File: config.mk
export PLATFORM = sky130hd
export DESIGN_NAME = modem_cca_sync_config
export DESIGN_NICKNAME = d
export VERILOG_FILES = /design/src/modem_cfg_pkg.sv /design/src/modem_cca_sync_config.sv /design/src/sync_nibble_unit.sv
export SDC_FILE = /design/constraint.sdc
export NUM_CORES = 1
export LEC_CHECK = 0
export ABC_CLOCK_PERIOD_IN_PS = 7600
export BUFFER_PORTS_ARGS = -buffer_cell sky130_fd_sc_hd__buf_2
export CAP_MARGIN = 20
export CORE_UTILIZATION = 55
export CTS_CLUSTER_DIAMETER = 60
export DETAILED_ROUTE_END_ITERATION = 10
export PLACE_DENSITY_LB_ADDON = 0.08
export SLEW_MARGIN = 20
export SYNTH_ARGS = -nofsm -noshare
export SYNTH_HDL_FRONTEND = slang
export SYNTH_SLANG_ARGS = --single-unit
File: constraint.sdc
create_clock -name ref_clk -period 7.6 [get_ports ref_clk]
set_input_delay 0.38 -clock ref_clk [delete_from_list [all_inputs] [get_ports ref_clk]]
set_output_delay 0.38 -clock ref_clk [all_outputs]
set_load 0.05 [all_outputs]
File: src/modem_cfg_pkg.sv
// Register map, field layout and mode encodings of the modem configuration bank
// Functional notes
// RULE_01: Host writes zeros to reserved control bits
// RULE_02: Correlator above threshold before delimiter search
// RULE_03: Offset filter bit selects lock or update
// RULE_04: Phase bit reverses modulation for both directions
// RULE_05: Transmit source 0 uses transmit buffer
// RULE_06: Transmit source 1 streams serial data endlessly
// RULE_07: Transmit source 2 loops buffer, ignores underflow
// RULE_08: Transmit source 3 sends pseudo-random data endlessly
// RULE_09: Receive sink 0 fills buffer; 3 reserved
// RULE_10: Receive sink 1 drives pins, endless reception
// RULE_11: Receive sink 2 loops buffer, ignores overflow
// RULE_12: Clear-channel threshold signed byte, reset -32
// RULE_13: Clear-channel high when signal below threshold
// RULE_14: Read-only signed strength estimate, low byte
// RULE_15: Estimate averaged over eight symbol periods
// RULE_16: Valid bit after eight enabled symbol periods
// RULE_17: Estimate resets to -128, meaning invalid
// RULE_18: Sync pattern writable, resets to 0xa70f
// RULE_19: Pattern handled nibble-wise, least significant first
// RULE_20: Transmitted all-ones nibbles become zero symbols
// RULE_21: All-ones nibbles are wildcards on receive
// RULE_22: Implicit zero precedes first required symbol
// RULE_23: Preamble bytes of two zero symbols first
// RULE_24: Sixteen-bit registers, whole words, side-effect-free reads
package modem_cfg_pkg;

  // ----------------------------------------------------------------
  // Register indices (byte address is four times the index)
  // ----------------------------------------------------------------
  localparam logic [7:0]  IDX_CTRL1    = 8'h12;
  localparam logic [7:0]  IDX_STRENGTH = 8'h13;
  localparam logic [7:0]  IDX_SYNC     = 8'h14;
  localparam logic [7:0]  IDX_AUX      = 8'h18;

  // ----------------------------------------------------------------
  // Reset values
  // ----------------------------------------------------------------
  localparam logic [10:0] RST_CTRL1    = 11'h000;
  localparam logic [7:0]  RST_CLEAR_CHANNEL_THRESHOLD  = 8'he0;
  localparam logic [15:0] RST_SYNC     = 16'ha70f;
  localparam logic [3:0]  RST_PRE_LEN  = 4'h2;
  localparam logic [7:0]  EST_INVALID  = 8'h80;

  // ----------------------------------------------------------------
  // Field positions
  // ----------------------------------------------------------------
  localparam int CORR_LSB   = 6;
  localparam int CORR_W     = 5;
  localparam int AVG_BIT    = 5;
  localparam int PHASE_BIT  = 4;
  localparam int TXSRC_LSB  = 2;
  localparam int RXSINK_LSB = 0;
  localparam int THR_LSB    = 8;
  localparam int VALID_BIT  = 8;
  localparam int CCA_BIT    = 9;

  // ----------------------------------------------------------------
  // Averaging
  // ----------------------------------------------------------------
  localparam int         AVG_SYMBOLS = 8;
  localparam logic [3:0] AVG_COUNT   = 4'd8;

  typedef enum logic [1:0] {
    TX_BUFFERED = 2'b00,
    TX_SERIAL   = 2'b01,
    TX_LOOP     = 2'b10,
    TX_RANDOM   = 2'b11
  } tx_src_t;

  typedef enum logic [1:0] {
    RX_BUFFERED = 2'b00,
    RX_PINS     = 2'b01,
    RX_LOOP     = 2'b10,
    RX_RSVD     = 2'b11
  } rx_sink_t;

  typedef enum logic [1:0] {
    TS_IDLE     = 2'b00,
    TS_PREAMBLE = 2'b01,
    TS_SYNC     = 2'b10
  } tx_seq_t;

endpackage : modem_cfg_pkg

File: src/modem_cca_sync_config.sv
// Modem configuration, strength estimate and clear-channel bank on AHB-Lite
//
// The implementer's own choice: the AHB-Lite register port.
`timescale 1ns/1ns
module modem_cca_sync_config
  import modem_cfg_pkg::*;
(
  input  wire logic        ref_clk,
  input  wire logic        srst,
  input  wire logic        hsel,
  input  wire logic [31:0] haddr,
  input  wire logic [1:0]  htrans,
  input  wire logic        hwrite,
  input  wire logic [2:0]  hsize,
  input  wire logic [31:0] hwdata,
  input  wire logic        hready,
  output logic             hreadyout,
  output logic             hresp,
  output logic [31:0]      hrdata,
  input  wire logic [4:0]  correlator_value,
  input  wire logic        rx_enabled,
  input  wire logic        symbol_tick,
  input  wire logic [7:0]  power_sample,
  input  wire logic        rx_sym_valid,
  input  wire logic [3:0]  rx_sym,
  input  wire logic        tx_start,
  input  wire logic        tx_sym_ack,
  output logic             corr_search_enable,
  output logic             offset_filter_lock,
  output logic             phase_reverse,
  output logic             tx_from_buffer,
  output logic             tx_from_serial,
  output logic             tx_buffer_loop,
  output logic             tx_from_random,
  output logic             tx_endless,
  output logic             rx_to_buffer,
  output logic             rx_to_pins,
  output logic             rx_buffer_loop,
  output logic             rx_endless,
  output logic             clear_channel,
  output logic [3:0]       tx_sym,
  output logic             tx_sym_valid,
  output logic             tx_sync_done,
  output logic             sync_found
);

  // ----------------------------------------------------------------
  // State
  // ----------------------------------------------------------------
  typedef struct packed {
    logic [10:0]     ctrl1;
    logic [7:0]      clear_channel_threshold;
    logic [15:0]     sync;
    logic [3:0]      pre_len;
    logic            dp_wr;
    logic [7:0]      dp_idx;
    logic [31:0]     rdata;
    logic [7:0][7:0] hist;
    logic [3:0]      sym_cnt;
    logic [7:0]      est;
    logic            est_valid;
    logic            cca;
    logic            search_en;
    logic [3:0]      mode_out;
  } bank_t;

  bank_t st_reg, st_next;

  logic              take;
  logic [7:0][7:0]   hist_new;
  logic signed [10:0] sum;
  logic [4:0]        correlator_threshold;
  tx_src_t           tx_src;
  rx_sink_t          rx_sink;

  assign take     = hsel && htrans[1] && hready;
  assign hist_new = {st_reg.hist[6:0], power_sample};
  assign correlator_threshold = st_reg.ctrl1[CORR_LSB +: CORR_W];
  assign tx_src   = tx_src_t'(st_reg.ctrl1[TXSRC_LSB +: 2]);
  assign rx_sink  = rx_sink_t'(st_reg.ctrl1[RXSINK_LSB +: 2]);

  // ----------------------------------------------------------------
  // Averaging adder
  // ----------------------------------------------------------------
  always_comb begin
    sum = '0;
    for (int i = 0; i < AVG_SYMBOLS; i++) begin
      sum = sum + 11'($signed(hist_new[i])); // RULE_15
    end
  end

  // Read view built from next state, so a read right after a write sees it
  function automatic logic [31:0] read_mux(input bank_t s, input logic [7:0] idx);
    logic [31:0] r;
    r = 32'h0000_0000;
    case (idx)
      IDX_CTRL1:    r[10:0] = s.ctrl1; // RULE_01
      IDX_STRENGTH: r[15:0] = {s.clear_channel_threshold, s.est}; // RULE_14
      IDX_SYNC:     r[15:0] = s.sync;
      IDX_AUX: begin
        r[3:0]       = s.pre_len;
        r[VALID_BIT] = s.est_valid;
        r[CCA_BIT]   = s.cca;
      end
      default:      r = 32'h0000_0000;
    endcase
    return r;
  endfunction : read_mux

  // ----------------------------------------------------------------
  // Next state
  // ----------------------------------------------------------------
  always_comb begin
    st_next = st_reg;

    // Data phase of a write; reserved bits dropped
    if (st_reg.dp_wr) begin
      case (st_reg.dp_idx)
        IDX_CTRL1:    st_next.ctrl1   = hwdata[10:0]; // RULE_01
        IDX_STRENGTH: st_next.clear_channel_threshold = hwdata[THR_LSB +: 8]; // RULE_12
        IDX_SYNC:     st_next.sync    = hwdata[15:0]; // RULE_18
        IDX_AUX:      st_next.pre_len = hwdata[3:0];
        default: ;
      endcase
    end

    // Strength estimate
    if (!rx_enabled) begin
      st_next.sym_cnt   = 4'd0;
      st_next.est       = EST_INVALID; // RULE_17
      st_next.est_valid = 1'b0;
    end else if (symbol_tick) begin
      st_next.hist = hist_new;
      if (st_reg.sym_cnt != AVG_COUNT) begin
        st_next.sym_cnt = st_reg.sym_cnt + 4'd1;
      end
      if (st_reg.sym_cnt >= AVG_COUNT - 4'd1) begin
        st_next.est       = sum[10:3]; // RULE_15
        st_next.est_valid = 1'b1; // RULE_16
      end
    end

    // Signed compare; invalid estimate reads as very weak signal
    st_next.cca = $signed(st_reg.est) < $signed(st_reg.clear_channel_threshold); // RULE_13
    st_next.search_en = correlator_value > correlator_threshold; // RULE_02

    st_next.mode_out = {st_reg.ctrl1[PHASE_BIT], ~st_reg.ctrl1[AVG_BIT], 2'b00}; // RULE_03

    // Address phase; reads have no side effects
    st_next.dp_wr  = take && hwrite;
    st_next.dp_idx = haddr[9:2];
    st_next.rdata  = (take && !hwrite) ? read_mux(st_next, haddr[9:2]) : 32'h0; // RULE_24
  end

  always_ff @(posedge ref_clk) begin
    if (srst) begin
      st_reg           <= '0;
      st_reg.ctrl1     <= RST_CTRL1;
      st_reg.clear_channel_threshold   <= RST_CLEAR_CHANNEL_THRESHOLD; // RULE_12
      st_reg.sync      <= RST_SYNC; // RULE_18
      st_reg.pre_len   <= RST_PRE_LEN;
      st_reg.est       <= EST_INVALID; // RULE_17
    end else begin
      st_reg <= st_next;
    end
  end

  // ----------------------------------------------------------------
  // Bus answer: zero wait states, always OKAY
  // ----------------------------------------------------------------
  assign hreadyout = 1'b1;
  assign hresp     = 1'b0;
  assign hrdata    = st_reg.rdata;

  // ----------------------------------------------------------------
  // Mode decode
  // ----------------------------------------------------------------
  assign corr_search_enable = st_reg.search_en;
  assign offset_filter_lock = st_reg.mode_out[2]; // RULE_03
  assign phase_reverse      = st_reg.mode_out[3]; // RULE_04

  assign tx_from_buffer = (tx_src == TX_BUFFERED); // RULE_05
  assign tx_from_serial = (tx_src == TX_SERIAL); // RULE_06
  assign tx_buffer_loop = (tx_src == TX_LOOP); // RULE_07
  assign tx_from_random = (tx_src == TX_RANDOM); // RULE_08
  assign tx_endless     = (tx_src != TX_BUFFERED);

  // Reserved sink code enables nothing
  assign rx_to_buffer   = (rx_sink == RX_BUFFERED); // RULE_09
  assign rx_to_pins     = (rx_sink == RX_PINS); // RULE_10
  assign rx_buffer_loop = (rx_sink == RX_LOOP); // RULE_11
  assign rx_endless     = rx_to_pins || rx_buffer_loop;

  assign clear_channel = st_reg.cca; // RULE_13

  // ----------------------------------------------------------------
  // Sync pattern sequencer
  // ----------------------------------------------------------------
  sync_nibble_unit u_sync (
    .ref_clk      (ref_clk),
    .srst         (srst),
    .pattern      (st_reg.sync),
    .pre_len      (st_reg.pre_len),
    .tx_start     (tx_start),
    .tx_sym_ack   (tx_sym_ack),
    .search_en    (st_reg.search_en),
    .rx_sym_valid (rx_sym_valid),
    .rx_sym       (rx_sym),
    .tx_sym       (tx_sym),
    .tx_sym_valid (tx_sym_valid),
    .tx_sync_done (tx_sync_done),
    .sync_found   (sync_found)
  );

  // ----------------------------------------------------------------
  // Checks
  // ----------------------------------------------------------------
  property p_corr_gate;
    @(posedge ref_clk) disable iff (srst)
    corr_search_enable |-> $past(correlator_value) > $past(correlator_threshold);
  endproperty
  a_corr_gate: assert property (p_corr_gate) // RULE_02
    else $error("Search enabled below correlator threshold");

  property p_avg_mode;
    @(posedge ref_clk) disable iff (srst)
    (st_reg.dp_wr && st_reg.dp_idx == IDX_CTRL1) |=> ##1
      (offset_filter_lock == !$past(hwdata[AVG_BIT], 2));
  endproperty
  a_avg_mode: assert property (p_avg_mode) // RULE_03
    else $error("Offset filter mode does not follow write");

  property p_phase;
    @(posedge ref_clk) disable iff (srst)
    (st_reg.dp_wr && st_reg.dp_idx == IDX_CTRL1) |=> ##1
      (phase_reverse == $past(hwdata[PHASE_BIT], 2));
  endproperty
  a_phase: assert property (p_phase) // RULE_04
    else $error("Phase polarity does not follow write");

  property p_tx_onehot;
    @(posedge ref_clk) disable iff (srst)
    $onehot({tx_from_buffer, tx_from_serial, tx_buffer_loop, tx_from_random})
      && (tx_endless == !tx_from_buffer);
  endproperty
  a_tx_onehot: assert property (p_tx_onehot) // RULE_05 RULE_06 RULE_07 RULE_08
    else $error("Transmit source decode broken");

  property p_rx_sink;
    @(posedge ref_clk) disable iff (srst)
    (rx_sink == RX_RSVD) |-> !(rx_to_buffer || rx_to_pins || rx_buffer_loop);
  endproperty
  a_rx_sink: assert property (p_rx_sink) // RULE_09 RULE_10 RULE_11
    else $error("Reserved receive sink enabled a path");

  property p_cca;
    @(posedge ref_clk) disable iff (srst)
    !srst |=> (clear_channel == ($signed($past(st_reg.est)) < $signed($past(st_reg.clear_channel_threshold))));
  endproperty
  a_cca: assert property (p_cca) // RULE_13
    else $error("Clear-channel level wrong");

  property p_valid_rise;
    @(posedge ref_clk) disable iff (srst)
    $rose(st_reg.est_valid) |-> $past(st_reg.sym_cnt) == 4'd7 && $past(symbol_tick)
      && $past(rx_enabled);
  endproperty
  a_valid_rise: assert property (p_valid_rise) // RULE_16
    else $error("Strength valid before eight symbols");

  property p_invalid;
    @(posedge ref_clk) disable iff (srst)
    !rx_enabled |=> (st_reg.est == EST_INVALID) && !st_reg.est_valid;
  endproperty
  a_invalid: assert property (p_invalid) // RULE_17
    else $error("Estimate not invalid while receiver off");

  property p_sync_reset;
    @(posedge ref_clk) disable iff (srst)
    $past(srst) |-> (st_reg.sync == RST_SYNC) && (st_reg.clear_channel_threshold == RST_CLEAR_CHANNEL_THRESHOLD);
  endproperty
  a_sync_reset: assert property (p_sync_reset) // RULE_18 RULE_12
    else $error("Reset values wrong");

endmodule : modem_cca_sync_config

File: src/sync_nibble_unit.sv
// Preamble and sync pattern symbol sequencer plus receive sync detector
`timescale 1ns/1ns
module sync_nibble_unit
  import modem_cfg_pkg::*;
(
  input  wire logic        ref_clk,
  input  wire logic        srst,
  input  wire logic [15:0] pattern,
  input  wire logic [3:0]  pre_len,
  input  wire logic        tx_start,
  input  wire logic        tx_sym_ack,
  input  wire logic        search_en,
  input  wire logic        rx_sym_valid,
  input  wire logic [3:0]  rx_sym,
  output logic [3:0]       tx_sym,
  output logic             tx_sym_valid,
  output logic             tx_sync_done,
  output logic             sync_found
);

  typedef struct packed {
    tx_seq_t         state;
    logic [4:0]      cnt;
    logic [3:0]      sym;
    logic            vld;
    logic            done;
    logic [4:0][3:0] hist;
    logic            found;
  } seq_t;

  seq_t st_reg, st_next;
  logic [4:0][3:0] hist_new;

  function automatic logic [3:0] tx_nib(input logic [15:0] p, input logic [1:0] i);
    logic [3:0] n;
    n = p[i*4 +: 4];
    return (n == 4'hf) ? 4'h0 : n; // RULE_20
  endfunction : tx_nib

  // Newest symbol sits at index 0
  function automatic logic sync_match(input logic [15:0] p, input logic [4:0][3:0] h);
    logic ok;
    logic seen;
    ok   = 1'b1;
    seen = 1'b0;
    for (int i = 0; i < 4; i++) begin
      if (p[i*4 +: 4] != 4'hf) begin // RULE_21
        if (h[3-i] != p[i*4 +: 4]) ok = 1'b0;
        if (!seen && h[4-i] != 4'h0) ok = 1'b0; // RULE_22
        seen = 1'b1;
      end
    end
    return ok;
  endfunction : sync_match

  assign hist_new = {st_reg.hist[3:0], rx_sym};

  always_comb begin
    st_next      = st_reg;
    st_next.done = 1'b0;
    unique case (st_reg.state)
      TS_IDLE: begin
        if (tx_start) begin
          st_next.state = TS_PREAMBLE; // RULE_23
          st_next.cnt   = 5'd0;
          st_next.sym   = 4'h0;
          st_next.vld   = 1'b1;
        end
      end
      TS_PREAMBLE: begin
        if (tx_sym_ack) begin
          // Two zero symbols per preamble byte, length plus one bytes
          if (st_reg.cnt == {pre_len, 1'b1}) begin // RULE_23
            st_next.state = TS_SYNC;
            st_next.cnt   = 5'd0;
            st_next.sym   = tx_nib(pattern, 2'd0); // RULE_19
          end else begin
            st_next.cnt = st_reg.cnt + 5'd1;
          end
        end
      end
      TS_SYNC: begin
        if (tx_sym_ack) begin
          if (st_reg.cnt == 5'd3) begin
            st_next.state = TS_IDLE;
            st_next.vld   = 1'b0;
            st_next.done  = 1'b1;
          end else begin
            st_next.cnt = st_reg.cnt + 5'd1;
            st_next.sym = tx_nib(pattern, st_reg.cnt[1:0] + 2'd1); // RULE_19
          end
        end
      end
      default: begin
        st_next.state = TS_IDLE;
        st_next.vld   = 1'b0;
      end
    endcase
    st_next.found = 1'b0;
    if (rx_sym_valid) begin
      st_next.hist  = hist_new;
      st_next.found = search_en && sync_match(pattern, hist_new); // RULE_02
    end
  end

  always_ff @(posedge ref_clk) begin
    if (srst) begin
      st_reg <= '0;
    end else begin
      st_reg <= st_next;
    end
  end

  assign tx_sym       = st_reg.sym;
  assign tx_sym_valid = st_reg.vld;
  assign tx_sync_done = st_reg.done;
  assign sync_found   = st_reg.found;

  property p_no_ones_sent;
    @(posedge ref_clk) disable iff (srst)
    (st_reg.state == TS_SYNC) |-> (tx_sym != 4'hf);
  endproperty
  a_no_ones_sent: assert property (p_no_ones_sent) // RULE_20
    else $error("All-ones nibble transmitted");

  property p_found_gated;
    @(posedge ref_clk) disable iff (srst)
    sync_found |-> $past(search_en) && $past(rx_sym_valid);
  endproperty
  a_found_gated: assert property (p_found_gated) // RULE_02
    else $error("Sync declared without correlator gate");

endmodule : sync_nibble_unit

# Word level (Yosys, flattened, before mapping)
# Index checks and enable logic that the tools add are counted.
# totals
reg_bits	183
out_inout_bits	54
# op_classes
add_sub_neg	10
magnitude_cmp	3
eq_ne	34
shift	1
mux	46
bitwise	7
n_reduce_logical	32
# ops
op	count
$eq 8x5->1 const B	8
$add 11x8->11	4
$mux 39	1
$mux 9	4
$pmux 9 s3	1
$mux 11	2
$ne 4x4->1 const B	5
$mux 1	19
$mux 16	1
$mux 4	4
$ne 4x4->1	4
$pmux 4 s4	1
$reduce_bool 4->1	4
$shiftx 16x5->4	1
$mux 13	1
$mux 12	1
$pmux 4 s3	1
$add 10x8->11	1
$add 9x8->10	1
$pmux 5 s2	1
$reduce_and 5->1	2
$add 8x8->9	1
$eq 2x2->1 const B	4
$eq 4x4->1 const B	2
other kinds (29)	59

# Longest topological paths before layout
# logic_depth
word_depth	15
ltp_mapped	17

# Modules after synthesis
# A second synthesis with hierarchy kept.
# unflattened
cells_unflattened	1068
area_unflattened_um2	9385.3
# by_module_without_submodules
module	instances	cells_per_inst	area_each_um2	seq_area_each_um2
modem_cca_sync_config	1	861	7522.2	2742.6
sync_nibble_unit	1	207	1863.0	600.6

# Worst setup path before layout
# Ideal clock, no wire load.
# synth_path
kind	input port to flip-flop
from	input power_sample[2]
to	register st_reg, in the netlist hrdata[5]
t_arrival_ns	4.316
t_required_ns	7.461
setup_slack_ns	3.144
cell_stages	15
path_buffers	0
path_cell_list	inv_1 > fa_1 > inv_1 > fa_1 > fa_1 > inv_1 > fa_1 > or2_2 > fa_1 > nor2b_1 > o31a_1 > o21ai_1 > mux2_1 > o311ai_0 > a21oi_1
# synth_via
elab_chain_len	11
# synth_rtl
element	line_no	source
start: declaration	modem_cca_sync_config.sv:23	input wire logic [7:0] power_sample,
$add 8x8->9	modem_cca_sync_config.sv:88	sum = sum + 11'($signed(hist_new[i]));
$add 9x8->10	modem_cca_sync_config.sv:88	
$add 10x8->11	modem_cca_sync_config.sv:88	
$add 11x8->11 (4 in a row)	modem_cca_sync_config.sv:88	
$mux 9	modem_cca_sync_config.sv:137	if (st_reg.sym_cnt >= AVG_COUNT - 4'd1) begin
$mux 9	modem_cca_sync_config.sv:132	end else if (symbol_tick) begin
$mux 9	modem_cca_sync_config.sv:128	if (!rx_enabled) begin
$pmux 4 s3	modem_cca_sync_config.sv:96	case (idx)
end signal: assignment	modem_cca_sync_config.sv:164	st_reg <= st_next;
end: declaration	modem_cca_sync_config.sv:67	bank_t st_reg, st_next;
# Every way passes these cells.
# A chain may end at the register's enable or synchronous reset.

# Final worst setup path
# layout_path
from	register st_reg, in the netlist hist_new[10]
to	register st_reg, in the netlist hrdata[5]
# layout_via
elab_chain_len	11
# layout_rtl
element	line_no
$add 8x8->9	modem_cca_sync_config.sv:88
$add 9x8->10	modem_cca_sync_config.sv:88
$add 10x8->11	modem_cca_sync_config.sv:88
$add 11x8->11 (4 in a row)	modem_cca_sync_config.sv:88
$mux 9	modem_cca_sync_config.sv:137
$mux 9	modem_cca_sync_config.sv:132
$mux 9	modem_cca_sync_config.sv:128
$pmux 4 s3	modem_cca_sync_config.sv:96
# Every way passes these cells.

==> impl_metrics.toml <==
[die]
die_y_um = 131
pin_count = 150
die_x_um = 131
design.core.area_um2 = 16100
die_area_um2 = 17200
start_util_pct = 57.0
row_count = 46

[detailed_routing]
drt_wl_total_mm = 18.2
drt_first_pass_iters = 4
wl_per_cell_um = 13.8
viasPerCell = 5.12
ant_nets = 0
vias = 6738
drc = 0
drtIter0Drc = 300

[yosys]
ys_ff_latch = 167
synth_area_leaders = "dfxtp_1, fa_1, nand2_1"
synth-edff-count = 0
synth_top_area_cell = "dfxtp_1"
ys_seq_area_share_pct = 36.5
synth_ff_type = "dfxtp_1"
ys_warn_count = 0
syn_inst = 1040
synth-async-reset-ratio_pct = 0
synth_top_area_share_pct = 36.5
synth_commonest_cells = "dfxtp_1, nand2_1, inv_1"
synth_cell_types = 69
syn_area_um2 = 9150
avgSynthCellArea_um2 = 8.80
synth_most_common_cell = "dfxtp_1"

[timing]
worst_slew_pin_slew_ns = 1.08
fin_crit_sh_pct = 63.7
finalClockSkew_ns = 0.0118
rsz0062_at_grt = "no"
drv_slew = 0
finalWorstPathRequiredPeriod_ns = 4.84
final_hold_viol_count = 0
tns_ns = 0
clock.fmax_mhz = 207
relSlewSlack_pct = 28.2
setup_viol = 0

[clocking]
clk_pin_slew_ns = 0.07
cts-root-buf = "clkbuf_16"
cts_max_level = 4
clk_latency_ns = 0.43
cts.sinks = 167
cts_buffers = 17
post_cts_buffers = 0
cts_hold_buf = 0
cts_buffer_depth = 2
cts_tree = "done"
cts_resized = 0

[placed_design]
hpwl_mm = 13.2
gp_routability_congestion = 0.827
placed_area_um2 = 9470
io_buffers = 87

[setup_path]
cp-end-kind = "flip-flop"
crit_chain = "inv_1 -> fa_1 -> inv_1 -> fa_1 -> fa_1 -> inv_1 -> fa_1 -> or2_2 -> fa_1 -> nor2b_1 -> o31a_1 -> o21ai_1 -> mux2_1 -> o311ai_0 -> a21oi_1"
crit_type = "flip-flop to flip-flop"
cp_max_fo = 3
cp_common_cell = "fa_1"
r2r_cells = 15
critPathRequiredTime_ns = 7.89
worst_path_max_delay_cell = "fa_1"
crit_cells = 15
arrival_ns = 5.13
start_kind = "flip-flop"
max_stage_delay_ns = 0.55
crit_buf_inv = 3
cp_top_family = "adder cells"

[final_layout]
layout-drive-gt1-share_pct = 12.6
n_antenna_cell = 0
final_area_um2 = 10100
layout.nets = 1264
multi_input_area_um2 = 4890
nFillCells = 1462
largest_reg_flops = 56
syn_to_final_growth_pct = 10.2
final-seq-area_um2 = 3340

[worst_hold_path]
holdPathStages = 3
holdCritPathClass = "input pin to flip-flop"

[power_and_ir_drop]
peakVddDrop_mv = 0.150
powerDensity_nw_per_um2 = 200
p_leak_nw = 4.49

[grt]
grtUsageTotal_pct = 22.8
grt_pass1_vias = 6369
grt_first_pass_wirelength_mm = 30.3
grt_max_degree = 100
grt-ovfl-total = 0
antenna_found_initial = 0

[run]
max_cap_viol_count = 0

[status]
status = "completed"
==> cell families (layout without fill, tap and decap cells) <==
logic type	count (synthesis)	in the layout	synth area share, %
compound gates	145	145	9.86
other cells	2	18	0.0820
flops	167	167	36.5
simple gates	327	327	16.5
mux	66	66	7.94
xor+xnor	31	31	2.97
fa+ha+maj	82	82	15.3
buf+inv	220	263	10.8
==> power breakdown <==
part / leakage, nW / internal [mW] / switching (mW) / total, mW
logic: 2.86 / 0.0900 / 0.173 / 0.263
clock network: 0.284 / 0.440 / 0.410 / 0.850
registers: 1.35 / 0.891 / 0.0142 / 0.905
==> metal layers <==
metal	track usage, %	share of wire, %	up-vias
met4	5.54	0.82	0
met1	31.4	49	3182
li1	-	-	3417
met3	4.52	4.5	13
met5	0	0	-
met2	36.6	46	126
==> tightest hold or removal path: cells and delay by family <==
kind / cells / cell delay [ns]
buffers and inverters: 2 / 0.14
and+or+nand+nor: 1 / 0.04
==> path summary, 6_finish.rpt <==
kind         slack, ns          from            endpoint
max               2.76  hist_new[10]           hrdata[5]
min               0.18        hwrite         st_reg[123]
max reg2reg       2.76  hist_new[10]           hrdata[5]
min reg2reg       0.41   st_reg[157]  offset_filter_lock
==> cell usage in the layout (no fill, tap or decap), drive strengths merged, types with 18 or more instances in the layout <==
master and instances:
nand2 156, dfxtp 167, conb 18, a21oi 72
xor2 19, fa 50, nor2 73, buf 90
ha 32, inv 150, mux2i 59
==> final cells by class <==
class	instances	share of cell area, %
clock buffers	17	4.22
clock inverters	15	1.54
inverters	141	5.25
multi-input cells	669	48.4
flip-flops and latches	167	33.1
well taps	216	2.68
repair buffers	90	4.76
==> per-stage QoR <==
stage	cells	setup slack, ns	hold WS [ns]	power [mW]	utilization, %
after global placement	1281	2.70	0.400	1.19	59.0
after detailed placement	1281	2.64	0.399	1.19	59.0
after global routing	1315	2.40	0.159	2.11	62.8
final	1315	2.76	0.181	2.02	62.8
after CTS	1313	2.74	0.167	2.03	62.6
after floorplan	1056	3.14	0.392	1.13	-
Power figures use the tool's default switching activity.
